[config.mk]
export PLATFORM = sky130hd
export DESIGN_NAME = adc_pwr_host_flat
export DESIGN_NICKNAME = d
export VERILOG_FILES = /design/src/pkg/adc_pwr_pkg.sv /design/src/pkg/adc_pwr_if.sv /design/src/core/adc_pwr_host.sv /design/src/flat_wrapper.sv
export SDC_FILE = /design/constraint.sdc
export NUM_CORES = 1
export LEC_CHECK = 0
export ABC_CLOCK_PERIOD_IN_PS = 2800
export BUFFER_PORTS_ARGS = -buffer_cell sky130_fd_sc_hd__buf_2
export CAP_MARGIN = 20
export CORE_MARGIN = 1
export CORE_UTILIZATION = 55
export CTS_BUF_LIST = sky130_fd_sc_hd__clkbuf_16
export DETAILED_ROUTE_END_ITERATION = 8
export HOLD_SLACK_MARGIN = 0.1
export PLACE_DENSITY = 0.75
export REMOVE_ABC_BUFFERS = 1
export SLEW_MARGIN = 20
export SYNTH_ARGS = -nofsm -noshare
export SYNTH_HDL_FRONTEND = slang
export SYNTH_SLANG_ARGS = --single-unit
[constraint.sdc]
create_clock -name clock -period 2.8 [get_ports clock]
set_input_delay 0.28 -clock clock [delete_from_list [all_inputs] [get_ports clock]]
set_output_delay 0.28 -clock clock [all_outputs]
set_load 0.02 [all_outputs]
[src/pkg/adc_pwr_pkg.sv]
// Shared constants for the power-save control link between host and converter
// Assumes a single 100 MHz clock shared by both ends
package adc_pwr_pkg;
  localparam int unsigned CLK_MHZ          = 100;
  localparam int unsigned RESULT_W         = 18;
  // Times in their own units
  localparam int unsigned PD_ENTRY_US      = 10;
  localparam int unsigned NAP_ENTRY_NS     = 200;
  localparam int unsigned RESUME_TOTAL_MS  = 25;
  localparam int unsigned REF_SETTLE_MS    = 4;
  localparam int unsigned CONV_NS          = 1160;
  localparam int unsigned QUIET_NS         = 50;
  // Cycle counts (longest times round down, least times round up)
  localparam int unsigned PD_ENTRY_CYC     = PD_ENTRY_US * CLK_MHZ;
  localparam int unsigned NAP_ENTRY_CYC    = (NAP_ENTRY_NS * CLK_MHZ) / 1000;
  localparam int unsigned RESUME_TOTAL_CYC = RESUME_TOTAL_MS * 1000 * CLK_MHZ;
  localparam int unsigned REF_SETTLE_CYC   = REF_SETTLE_MS * 1000 * CLK_MHZ;
  localparam int unsigned CONV_CYC         = (CONV_NS * CLK_MHZ) / 1000;
  localparam int unsigned QUIET_CYC        = (QUIET_NS * CLK_MHZ + 999) / 1000;
  localparam int unsigned TRIM_CONVS       = 2;
  localparam int unsigned PD_ENTRY_DLY     = 2;
  localparam int unsigned NAP_ENTRY_DLY    = 1;
  localparam logic [17:0] RESULT_RST       = 18'h00000;
endpackage

[src/pkg/adc_pwr_if.sv]
// Link between host controller and converter power-save control
// Assumes both ends run on the same clock
interface adc_pwr_if;
  logic                 power_down_request;
  logic                 qualified_convert_start;
  logic                 chip_select_n;
  logic                 frame_sync;
  logic                 busy;
  logic                 napping;
  logic                 powered_down;
  logic                 trim_loading;
  logic                 sdo_oe;
  logic [17:0]          result;
  modport dev  (input power_down_request, qualified_convert_start, chip_select_n, frame_sync,
                output busy, napping, powered_down, trim_loading, sdo_oe, result);
  modport host (output power_down_request, qualified_convert_start, chip_select_n, frame_sync,
                input busy, napping, powered_down, trim_loading, sdo_oe, result);
endinterface

[src/core/adc_pwr_host.sv]
// Host-side controller for converter power-save and reads
// Assumes the converter end shares the clock; read_req is a single-cycle pulse, sleep, convert and nap_after are held levels
module adc_pwr_host
  import adc_pwr_pkg::*;
#(
  parameter int unsigned RESUME_CYCLES = RESUME_TOTAL_CYC,
  parameter int unsigned SETTLE_CYCLES = REF_SETTLE_CYC,
  parameter int unsigned ACQ_CYCLES    = 8,
  parameter int unsigned NAP_EXTRA     = 20
) (
  input  wire logic                clock,
  input  wire logic                reset,
  input  wire logic                clock_enable,
  input  wire logic                sleep,
  input  wire logic                convert,
  input  wire logic                nap_after,
  input  wire logic                read_req,
  output logic                     accurate,
  output logic                     read_valid,
  output logic [RESULT_W-1:0]      read_data,
  adc_pwr_if.host                  link
);
  // ************************************************************
  // Control registers
  // ************************************************************
  logic                pd_r,   pd_nxt;
  logic                cs_r,   cs_nxt;
  logic [31:0]         res_r,  res_nxt;
  logic [31:0]         acq_r,  acq_nxt;
  logic [3:0]          qz_r,   qz_nxt;
  logic [31:0]         set_r,  set_nxt;
  logic                trim_d_r;
  logic                busy_d_r;
  logic                acc_r,  acc_nxt;
  logic                rv_r,   rv_nxt;
  logic [RESULT_W-1:0] rd_r,   rd_nxt;
  logic                hold_r, hold_nxt;

  always_comb begin
    pd_nxt   = pd_r;
    cs_nxt   = 1'b1;
    res_nxt  = res_r;
    acq_nxt  = (acq_r != 32'h0) ? acq_r - 32'h1 : acq_r;
    qz_nxt   = (qz_r != 4'h0) ? qz_r - 4'h1 : qz_r;
    set_nxt  = (set_r != 32'h0) ? set_r - 32'h1 : set_r;
    acc_nxt  = acc_r;
    rv_nxt   = 1'b0;
    rd_nxt   = rd_r;
    hold_nxt = hold_r;
    if (sleep) begin
      pd_nxt  = 1'b1;
      acc_nxt = 1'b0;
    end else if (pd_r) begin
      pd_nxt  = 1'b0;
      res_nxt = RESUME_CYCLES;
    end
    if (res_r != 32'h0) begin
      res_nxt = res_r - 32'h1;
    end else if (!pd_r && !link.trim_loading && !sleep && set_r == 32'h0) begin
      acc_nxt = 1'b1;
    end
    if (trim_d_r && !link.trim_loading) begin
      set_nxt = 32'(SETTLE_CYCLES);
    end
    if (link.napping) begin
      acq_nxt = 32'(ACQ_CYCLES + NAP_EXTRA);
    end
    if (busy_d_r && !link.busy) begin
      qz_nxt = 4'(QUIET_CYC + 1);
    end
    if (!link.busy) begin
      hold_nxt = ~nap_after;
    end
    if (read_req && !link.busy && qz_r == 4'h0 && !busy_d_r) begin
      cs_nxt = 1'b0;
      rv_nxt = 1'b1;
      rd_nxt = link.result;
    end
  end

  assign link.qualified_convert_start = ~(convert && acq_r == 32'h0 && !pd_r) & hold_r;

  always_ff @(posedge clock) begin
    if (reset) begin
      pd_r     <= 1'b1;
      cs_r     <= 1'b1;
      res_r    <= 32'h0;
      acq_r    <= 32'h0;
      qz_r     <= 4'h0;
      set_r    <= 32'h0;
      trim_d_r <= 1'b1;
      busy_d_r <= 1'b0;
      acc_r    <= 1'b0;
      rv_r     <= 1'b0;
      rd_r     <= RESULT_RST;
      hold_r   <= 1'b1;
    end else if (clock_enable) begin
      pd_r     <= pd_nxt;
      cs_r     <= cs_nxt;
      res_r    <= res_nxt;
      acq_r    <= acq_nxt;
      qz_r     <= qz_nxt;
      set_r    <= set_nxt;
      trim_d_r <= link.trim_loading;
      busy_d_r <= link.busy;
      acc_r    <= acc_nxt;
      rv_r     <= rv_nxt;
      rd_r     <= rd_nxt;
      hold_r   <= hold_nxt;
    end
  end

  assign link.power_down_request = pd_r;
  assign link.chip_select_n      = cs_r;
  assign link.frame_sync         = 1'b1;
  assign accurate                = acc_r;
  assign read_valid              = rv_r;
  assign read_data               = rd_r;
endmodule

[src/flat_wrapper.sv]
// flat-port wrapper written by rule: the top's interface ports become plain ports
module adc_pwr_host_flat import adc_pwr_pkg::*;
#(
  parameter int unsigned RESUME_CYCLES = RESUME_TOTAL_CYC,
  parameter int unsigned SETTLE_CYCLES = REF_SETTLE_CYC,
  parameter int unsigned ACQ_CYCLES    = 8,
  parameter int unsigned NAP_EXTRA     = 20
)
  (clock, reset, clock_enable, sleep, convert, nap_after, read_req, accurate, read_valid, read_data, link_power_down_request, link_qualified_convert_start, link_chip_select_n, link_frame_sync, link_busy, link_napping, link_powered_down, link_trim_loading, link_sdo_oe, link_result);
  adc_pwr_if link_i ();
  input  wire logic clock;
  input  wire logic reset;
  input  wire logic clock_enable;
  input  wire logic sleep;
  input  wire logic convert;
  input  wire logic nap_after;
  input  wire logic read_req;
  output logic accurate;
  output logic read_valid;
  output logic [RESULT_W-1:0] read_data;
  output wire logic [$bits(link_i.power_down_request)-1:0] link_power_down_request;
  output wire logic [$bits(link_i.qualified_convert_start)-1:0] link_qualified_convert_start;
  output wire logic [$bits(link_i.chip_select_n)-1:0] link_chip_select_n;
  output wire logic [$bits(link_i.frame_sync)-1:0] link_frame_sync;
  input wire logic [$bits(link_i.busy)-1:0] link_busy;
  input wire logic [$bits(link_i.napping)-1:0] link_napping;
  input wire logic [$bits(link_i.powered_down)-1:0] link_powered_down;
  input wire logic [$bits(link_i.trim_loading)-1:0] link_trim_loading;
  input wire logic [$bits(link_i.sdo_oe)-1:0] link_sdo_oe;
  input wire logic [$bits(link_i.result)-1:0] link_result;
  assign link_power_down_request = link_i.power_down_request;
  assign link_qualified_convert_start = link_i.qualified_convert_start;
  assign link_chip_select_n = link_i.chip_select_n;
  assign link_frame_sync = link_i.frame_sync;
  assign link_i.busy = link_busy;
  assign link_i.napping = link_napping;
  assign link_i.powered_down = link_powered_down;
  assign link_i.trim_loading = link_trim_loading;
  assign link_i.sdo_oe = link_sdo_oe;
  assign link_i.result = link_result;
  adc_pwr_host #(.RESUME_CYCLES(RESUME_CYCLES), .SETTLE_CYCLES(SETTLE_CYCLES), .ACQ_CYCLES(ACQ_CYCLES), .NAP_EXTRA(NAP_EXTRA)) u_core (.clock(clock), .reset(reset), .clock_enable(clock_enable), .sleep(sleep), .convert(convert), .nap_after(nap_after), .read_req(read_req), .accurate(accurate), .read_valid(read_valid), .read_data(read_data), .link(link_i));
endmodule
==> impl_results.md, run 1 <==
- Status: finished clean
- EDFF count, synth: 0
- Reg-to-Reg Start: u_core.acq_r[0]
- Die Ht: 107 um
- Power per Cell Area: 1090 nW/um2
- Critical path class: register to output pin
- Final wirelength: 14,800 um
- Hold Vio Cnt, Final: 0
- Skew-Pair Late Insertion Delay: 0.42 ns
- Least-Margin Pin Slew: 0.853 ns
- Routed wire per std cell: 16.1 um
- Synth area leaders: dfxtp_1, or4_1, a21oi_1
- DR vias: 5,884
- Hold crit path type: input port to register
- Boundary Pins: 54
- Final period utilization: 96.7%
- Syn Std Cell Area: 6110 um2
- Setup crit start kind: register
- Initial antenna violation count: 0
- DR iter-0 viols: 387
- Yosys cell types: 64
- Leakage: 0.00292 uW
- DRT antenna net count: 0
- Global placer's final weighted congestion: 0.857
- Met2 usage: 45.6%
- First-pass GRT wire length: 24,400 um
- Largest net degree at the start of global routing: 35
- Worst-path clk slew: 0.05 ns
- Design Power: 7840 uW
- Fillers: 852
- Min-Delay Startpoint: link_result[2]
- VDD IR max: 0.844 mV
- Top Usage Layer GRT: met2
- Inserted Diodes: 0
- Worst Hold Slack: 0.109 ns
- Die Wd: 107 um
- Syn Area/Cell: 8.62 um2
- Vias/cell: 6.39
- Post-layout minimum cycle time: 2.71 ns
- Setup violations, final: 0
- Core area: 10,800 um2
- Max-cap violations: 0
- Fmax: 369 MHz
- CTS max path bufs: 2
- Main synth FF type: dfxtp_1
- CP endpoint kind: output pin
- CTS tree: done
- # DRC: 0
- Max FO, Critical Path: 8
- Die footprint: 11,500 um2
- Post-synth top area cell: dfxtp_1
- Met3 usage: 7.02%
- Top cell type's share of synthesized area: 41.0%
- Tot GR Track Use: 26.6%
- Number of setup buffers added after CTS: 0
- Rows: 38
- Num CTS Buffers: 17
- Crit path from: u_core.acq_r[0]
- Async S/R FF share, synth: 0%
- CP required: 2.52 ns
- Relative slew slack: 42.6%
- Grt ovf: 0
- Port buffer count: 50
- Layout cells sized above 1: 15.5%
- CTS sink count: 125
- Final HPWL DP: 9750 um
- Nets: 804
- Worst Skew: 0.00982 ns
- Root Driver: clkbuf_16
- H-tree lvl count: 4
- Syn-to-layout area delta: 17.7%
- Synth warn: 0
- Post-Syn Instances: 709
- Seq cells post-synth: 125
- Critical path arrival: 2.43 ns
- Starting density of the core: 56.4%
- DRT Pass-1 Iters: 5
- Number of global-route vias before repair: 5,486
- Max-slew violations: 0
- M1 GR Usage: 30.7%
- Sequential area share after synthesis: 41.0%
[worst max-delay path, cell delays in order, from the launching register on]
cell	delay, ns
dfxtp_1	0.34
inv_1	0.10
ha_2	0.22
or4b_1	0.47
buf_4	0.19
nor3_4	0.21
and3_4	0.22
a31oi_1	0.08
buf_2	0.17
[stage by stage]
stage               util (%)  std cells  area [um2]  setup TNS (ns)  setup WS, ns
floorplan                  -        672        5960          -0.667       -0.0707
global placement        60.4        884        6550               0         0.196
detailed placement      60.4        884        6550               0         0.183
CTS                     66.1        921        7170               0        0.0610
global route            66.4        921        7190         -0.0110       -0.0110
finish                  66.4        921        7190               0        0.0926
[worst paths after layout]
kind | slack (ns) | endpoint | cells after the start
min reg2reg | 0.47 | u_core.read_valid | 2
max | 0.09 | link_qualified_convert_start | 8
min | 0.11 | u_core.read_data[2] | 3
max reg2reg | 0.13 | u_core.acq_r[13] | 9
[placed cells by master, fill, tap and decap left out, types with 4 or more instances in the layout]
| cell type | instances |
|---|---|
| dfxtp_1 | 125 |
| a21oi_1 | 67 |
| nor2_1 | 59 |
| or4_1 | 52 |
| buf_2 | 50 |
| or3_1 | 46 |
| o21ai_0 | 35 |
| o31ai_1 | 33 |
| nand2_1 | 30 |
| mux2i_1 | 25 |
| nor4_1 | 24 |
| buf_4 | 22 |
| inv_1 | 20 |
| clkbuf_16 | 17 |
| nor3_1 | 16 |
| a31oi_1 | 11 |
| o41ai_1 | 9 |
| nand2b_1 | 9 |
| nand3_1 | 8 |
| or2_2 | 8 |
| a311oi_1 | 7 |
| nand4_1 | 6 |
| xor2_1 | 6 |
| dlygate4sd3_1 | 6 |
| xnor2_1 | 5 |
| clkinvlp_4 | 5 |
| nand4b_1 | 4 |
| or4_4 | 4 |
| o311ai_0 | 4 |
| ha_1 | 4 |
[cell families (layout without fill, tap and decap cells)]
logic type / count (synthesis) / after routing / synth area share (%)
compound gates: 195 / 195 / 20.7
xor+xnor: 11 / 11 / 1.58
fa+ha+maj: 5 / 5 / 1.02
buf+inv: 55 / 127 / 3.64
flops: 125 / 125 / 41.0
mux: 26 / 26 / 4.28
other cells: 1 / 1 / 0.0614
simple gates: 291 / 291 / 27.8
[cells in the mapped netlist, types with 5 or more instances]
cell type	count
a31oi_1	11
inv_1	18
or3_1	46
nand4_1	6
clkbuf_1	30
or2_2	8
dfxtp_1	125
or4_1	53
o21ai_0	35
nor3_1	17
nand3_1	8
nand2_1	30
xor2_1	6
xnor2_1	5
ha_1	5
a311oi_1	7
nand2b_1	9
a21oi_1	67
nor4_1	24
o41ai_1	9
nor2_1	59
mux2i_1	25
o31ai_1	33
[area by class of cell]
class                   count  area [um2]  share of cell area [%]
well taps                 140         175                    2.44
clock inverters            14         131                    1.83
flip-flops and latches    125        2500                    34.8
clock buffers              17         425                    5.91
multi-input cells         529        3420                    47.5
repair buffers             78         475                    6.61
inverters                  18        67.6                   0.939
[where the power goes]
group	switching [uW]	internal [uW]
Combinational	1990	1280
Clock	789	1280
Sequential	354	2130
Total	3130	4700
[routing by layer]
layer  wire length (um)  vias to the layer above
li1                   -                     2869
met1               6520                     2792
met2               7230                      188
met3                765                       35
met4                303                        0
met5                  0                        -
[state kept, by name (all words and copies together), names as in the netlist]
name	cells
u_core.accurate	1
u_core.acq_r	32
u_core.busy_d_r	1
u_core.hold_r	1
u_core.link.chip_select_n	1
u_core.link.power_down_request	1
u_core.qz_r	4
u_core.read_data	18
u_core.read_valid	1
u_core.res_r	32
u_core.set_r	32
u_core.trim_d_r	1
[timing repair]
item	in CTS	in global routing
resized for setup	1	5
hold buffers	6	0
pin swaps	0	0
hold endpoints to repair	6	0
endpoints found under the setup margin	1	2
Power figures use the tool's default switching activity.
==> run 2, diff against run 1 <==
Settings changed: ABC_AREA set to 1, PLACE_DENSITY 0.75 to 0.74.
==> impl_results.md, run 2 <==
- Max FO, Critical Path: 5 (-3)
- Fillers: 1,281 (+50%)
- Combinational family with the most area after synthesis: simple AND/OR/NAND/NOR gates
- Post-Synth XOR/XNOR Area: 4.21% (+2.6 points)
- Synth warn: 0 (unchanged)
- Post-Syn Instances: 1,218 (+72%)
- Routed wire per std cell: 12.9 um (-20%)
- Vias/cell: 5.20 (-19%)
- Status: finished clean
- Layout cells sized above 1: 14.9% (-0.60 points)
- Final HPWL DP: 13,100 um (+35%)
- Final period utilization: 83.1% (-14 points)
- Buffer and inverter count on the worst path: 2 (-1)
- Number of setup buffers added after CTS: 0 (unchanged)
- Hold crit path type: input port to register
- Most frequent cells in the layout: nor2_1, nand2_1, dfxtp_1
- Num CTS Buffers: 17 (unchanged)
- Critical path arrival: 2.05 ns (-0.38 ns)
- Worst Hold Slack: 0.110 ns (+0.00112 ns)
- Setup_tns: 0 ns (unchanged)
- Seq cells post-synth: 125 (unchanged)
- Post_cts resized: 0 (-1)
- Boundary Pins: 54 (unchanged)
- Synth Area in Compound Gates: 9.66% (-11 points)
- CTS tree: done
- Rows: 42 (+11%)
- Initial antenna violation count: 1 (+1)
- Main synth FF type: dfxtp_1
- CTS sink count: 125 (unchanged)
- Grt ovf: 0 (unchanged)
- Die Wd: 120 um (+12%)
- Cell with the most instances on the worst path: nor2_2
- Port buffer count: 50 (unchanged)
- Global placer's final weighted congestion: 0.918 (+7.1%)
- Die Ht: 120 um (+12%)
- Worst setup margin: 0.474 ns (+0.381 ns)
- Tot GR Track Use: 27.6% (+1.0 points)
- Adder-cell share of the synthesized area: 0.813% (-0.21 points)
- Post-synth top area cell: dfxtp_1
- Crit path max-delay family: simple AND/OR/NAND/NOR gates
- Setup violations, final: 0 (unchanged)
- Worst-path clk slew: 0.05 ns (about the same)
- DRT Pass-1 Iters: 5 (unchanged)
- Skew-Pair Late Insertion Delay: 0.42 ns (about the same)
- Top cell type's share of synthesized area: 32.5% (-8.4 points)
- First-pass GRT wire length: 31,900 um (+31%)
- Most common cell after layout, fill and taps aside: nor2_1
- EDFF count, synth: 0 (unchanged)
- Count leader, synth: nor2_1
- Die footprint: 14,500 um2 (+25%)
- DRT antenna net count: 0 (unchanged)
- Sequential area share after synthesis: 32.5% (-8.4 points)
- Synth area leaders: dfxtp_1, nor2_1, nand2_1
- DR vias: 7,515 (+28%)
- Core area: 13,500 um2 (+24%)
- Post-layout minimum cycle time: 2.33 ns (-0.381 ns)
- Commonest cells post-synth: nor2_1, nand2_1, dfxtp_1, inv_1, nand3_1
- Setup WS pre-CTS: 0.454 ns (+0.271 ns)
- CP endpoint kind: output pin
- Regs by FF count: u_core.acq_r x32, u_core.res_r x32, u_core.set_r x32
- Design Power: 9560 uW (+22%)
- Hold Vio Cnt, Final: 0 (unchanged)
- Largest net degree at the start of global routing: 51 (+46%)
- Root Driver: clkbuf_16
- Number of global-route vias before repair: 6,882 (+25%)
- Relative slew slack: 50.1% (+7.5 points)
- Yosys cell types: 36 (-44%)
- Fmax: 430 MHz (+16%)
- Syn Area/Cell: 6.32 um2 (-27%)
- # DRC: 0 (unchanged)
- Max-cap violations: 0 (unchanged)
- Starting density of the core: 57.2% (+0.84 points)
- Worst Skew: 0.00617 ns (-0.00365 ns)
- Least-Margin Pin Slew: 0.748 ns (-0.105 ns)
- CP required: 2.52 ns (about the same)
- Leakage: 0.00402 uW (+38%)
- Final wirelength: 18,600 um (+26%)
- Post-Synth Simple-Gate Area: 44.4% (+17 points)
- Max-slew violations: 0 (unchanged)
- RSZ-0062 raised after global routing: false
- Async S/R FF share, synth: 0% (unchanged)
- CTS max path bufs: 2 (unchanged)
- Power per Cell Area: 1110 nW/um2 (+2.2%)
- Crit-path cells: inv_1 -> ha_1 -> nand2_2 -> nor2_2 -> nand2_1 -> nor2_2 -> a31oi_1 -> buf_2
- VDD IR max: 0.779 mV (-7.7%)
- H-tree lvl count: 4 (unchanged)
- Syn Std Cell Area: 7700 um2 (+26%)
- Critical path class: register to output pin
- Worst path slowest cell: dfxtp_1
- DR iter-0 viols: 606 (+57%)
- Syn-to-layout area delta: 11.6%
- Setup crit start kind: register
- Nets: 1,294 (+61%)
- Slowest stage delay, CP: 0.31 ns (-0.16 ns)
- Hold buffer count at cts: 1 (-5)
- Mux contribution to synthesized area: 0% (-4.3 points)
run 2: worst paths after layout:
kind                            slack (ns)             from  cells after the start                           end
worst min-delay path                  0.11  link_result[17]                      3          u_core.read_data[17]
worst min register to register        0.45  u_core.res_r[0]                      1               u_core.res_r[0]
worst max-delay path                  0.47  u_core.acq_r[0]                      8  link_qualified_convert_start
worst max register to register        0.54  u_core.set_r[0]                     11              u_core.set_r[20]
run 2: area by class of cell:
class / instances / area, um2 / area share [%]
diodes: 1 / 2.50 / 0.0291
well taps: 176 / 220 / 2.56
flip-flops and latches: 125 / 2500 / 29.1
multi-input cells: 950 / 4560 / 53.1
clock inverters: 12 / 150 / 1.75
inverters: 105 / 397 / 4.62
repair buffers: 60 / 330 / 3.85
clock buffers: 17 / 425 / 4.95
run 2: cells by family (layout without fill, tap and decap cells):
group,after synthesis,after routing
DFF,125,125
and+or+nand+nor,787,787
other,1,2
adders and majority gates,5,5
buffers and inverters,143,194
AOI/OAI and AO/OA,120,120
xor gates and xnor gates,37,37
run 2: stage by stage:
| step | util (%) | std cells | instance area [um2] |
|---|---|---|---|
| CTS | 63.8 | 1445 | 8580 |
| global placement | 59.4 | 1415 | 7990 |
| detailed placement | 59.4 | 1415 | 7990 |
| global route | 63.8 | 1445 | 8590 |
| floorplan | - | 1180 | 7450 |
| finish | 63.8 | 1446 | 8590 |
run 2: worst min-delay path: stages:
cell and delay (ns):
buf_2 0.07, o21ai_0 0.07, nor2_1 0.08
run 2: per-layer routing:
metal  global-route usage [%]  wire [um]  part of all wire, %  vias up
li1                         -          -                    -     3914
met1                     36.7       8900                   48     3368
met2                     43.8       8240                   44      209
met3                     6.46       1180                  6.3       24
met4                     9.41        327                  1.8        0
met5                        0          0                    0        -
run 2: power breakdown:
| group | leakage (uW) | internal (uW) | switching [uW] |
|---|---|---|---|
| Sequential | 0.00102 | 2120 | 353 |
| Combinational | 0.00274 | 1650 | 3250 |
| Clock | 0.000268 | 1370 | 812 |
| Total | 0.00402 | 5140 | 4420 |
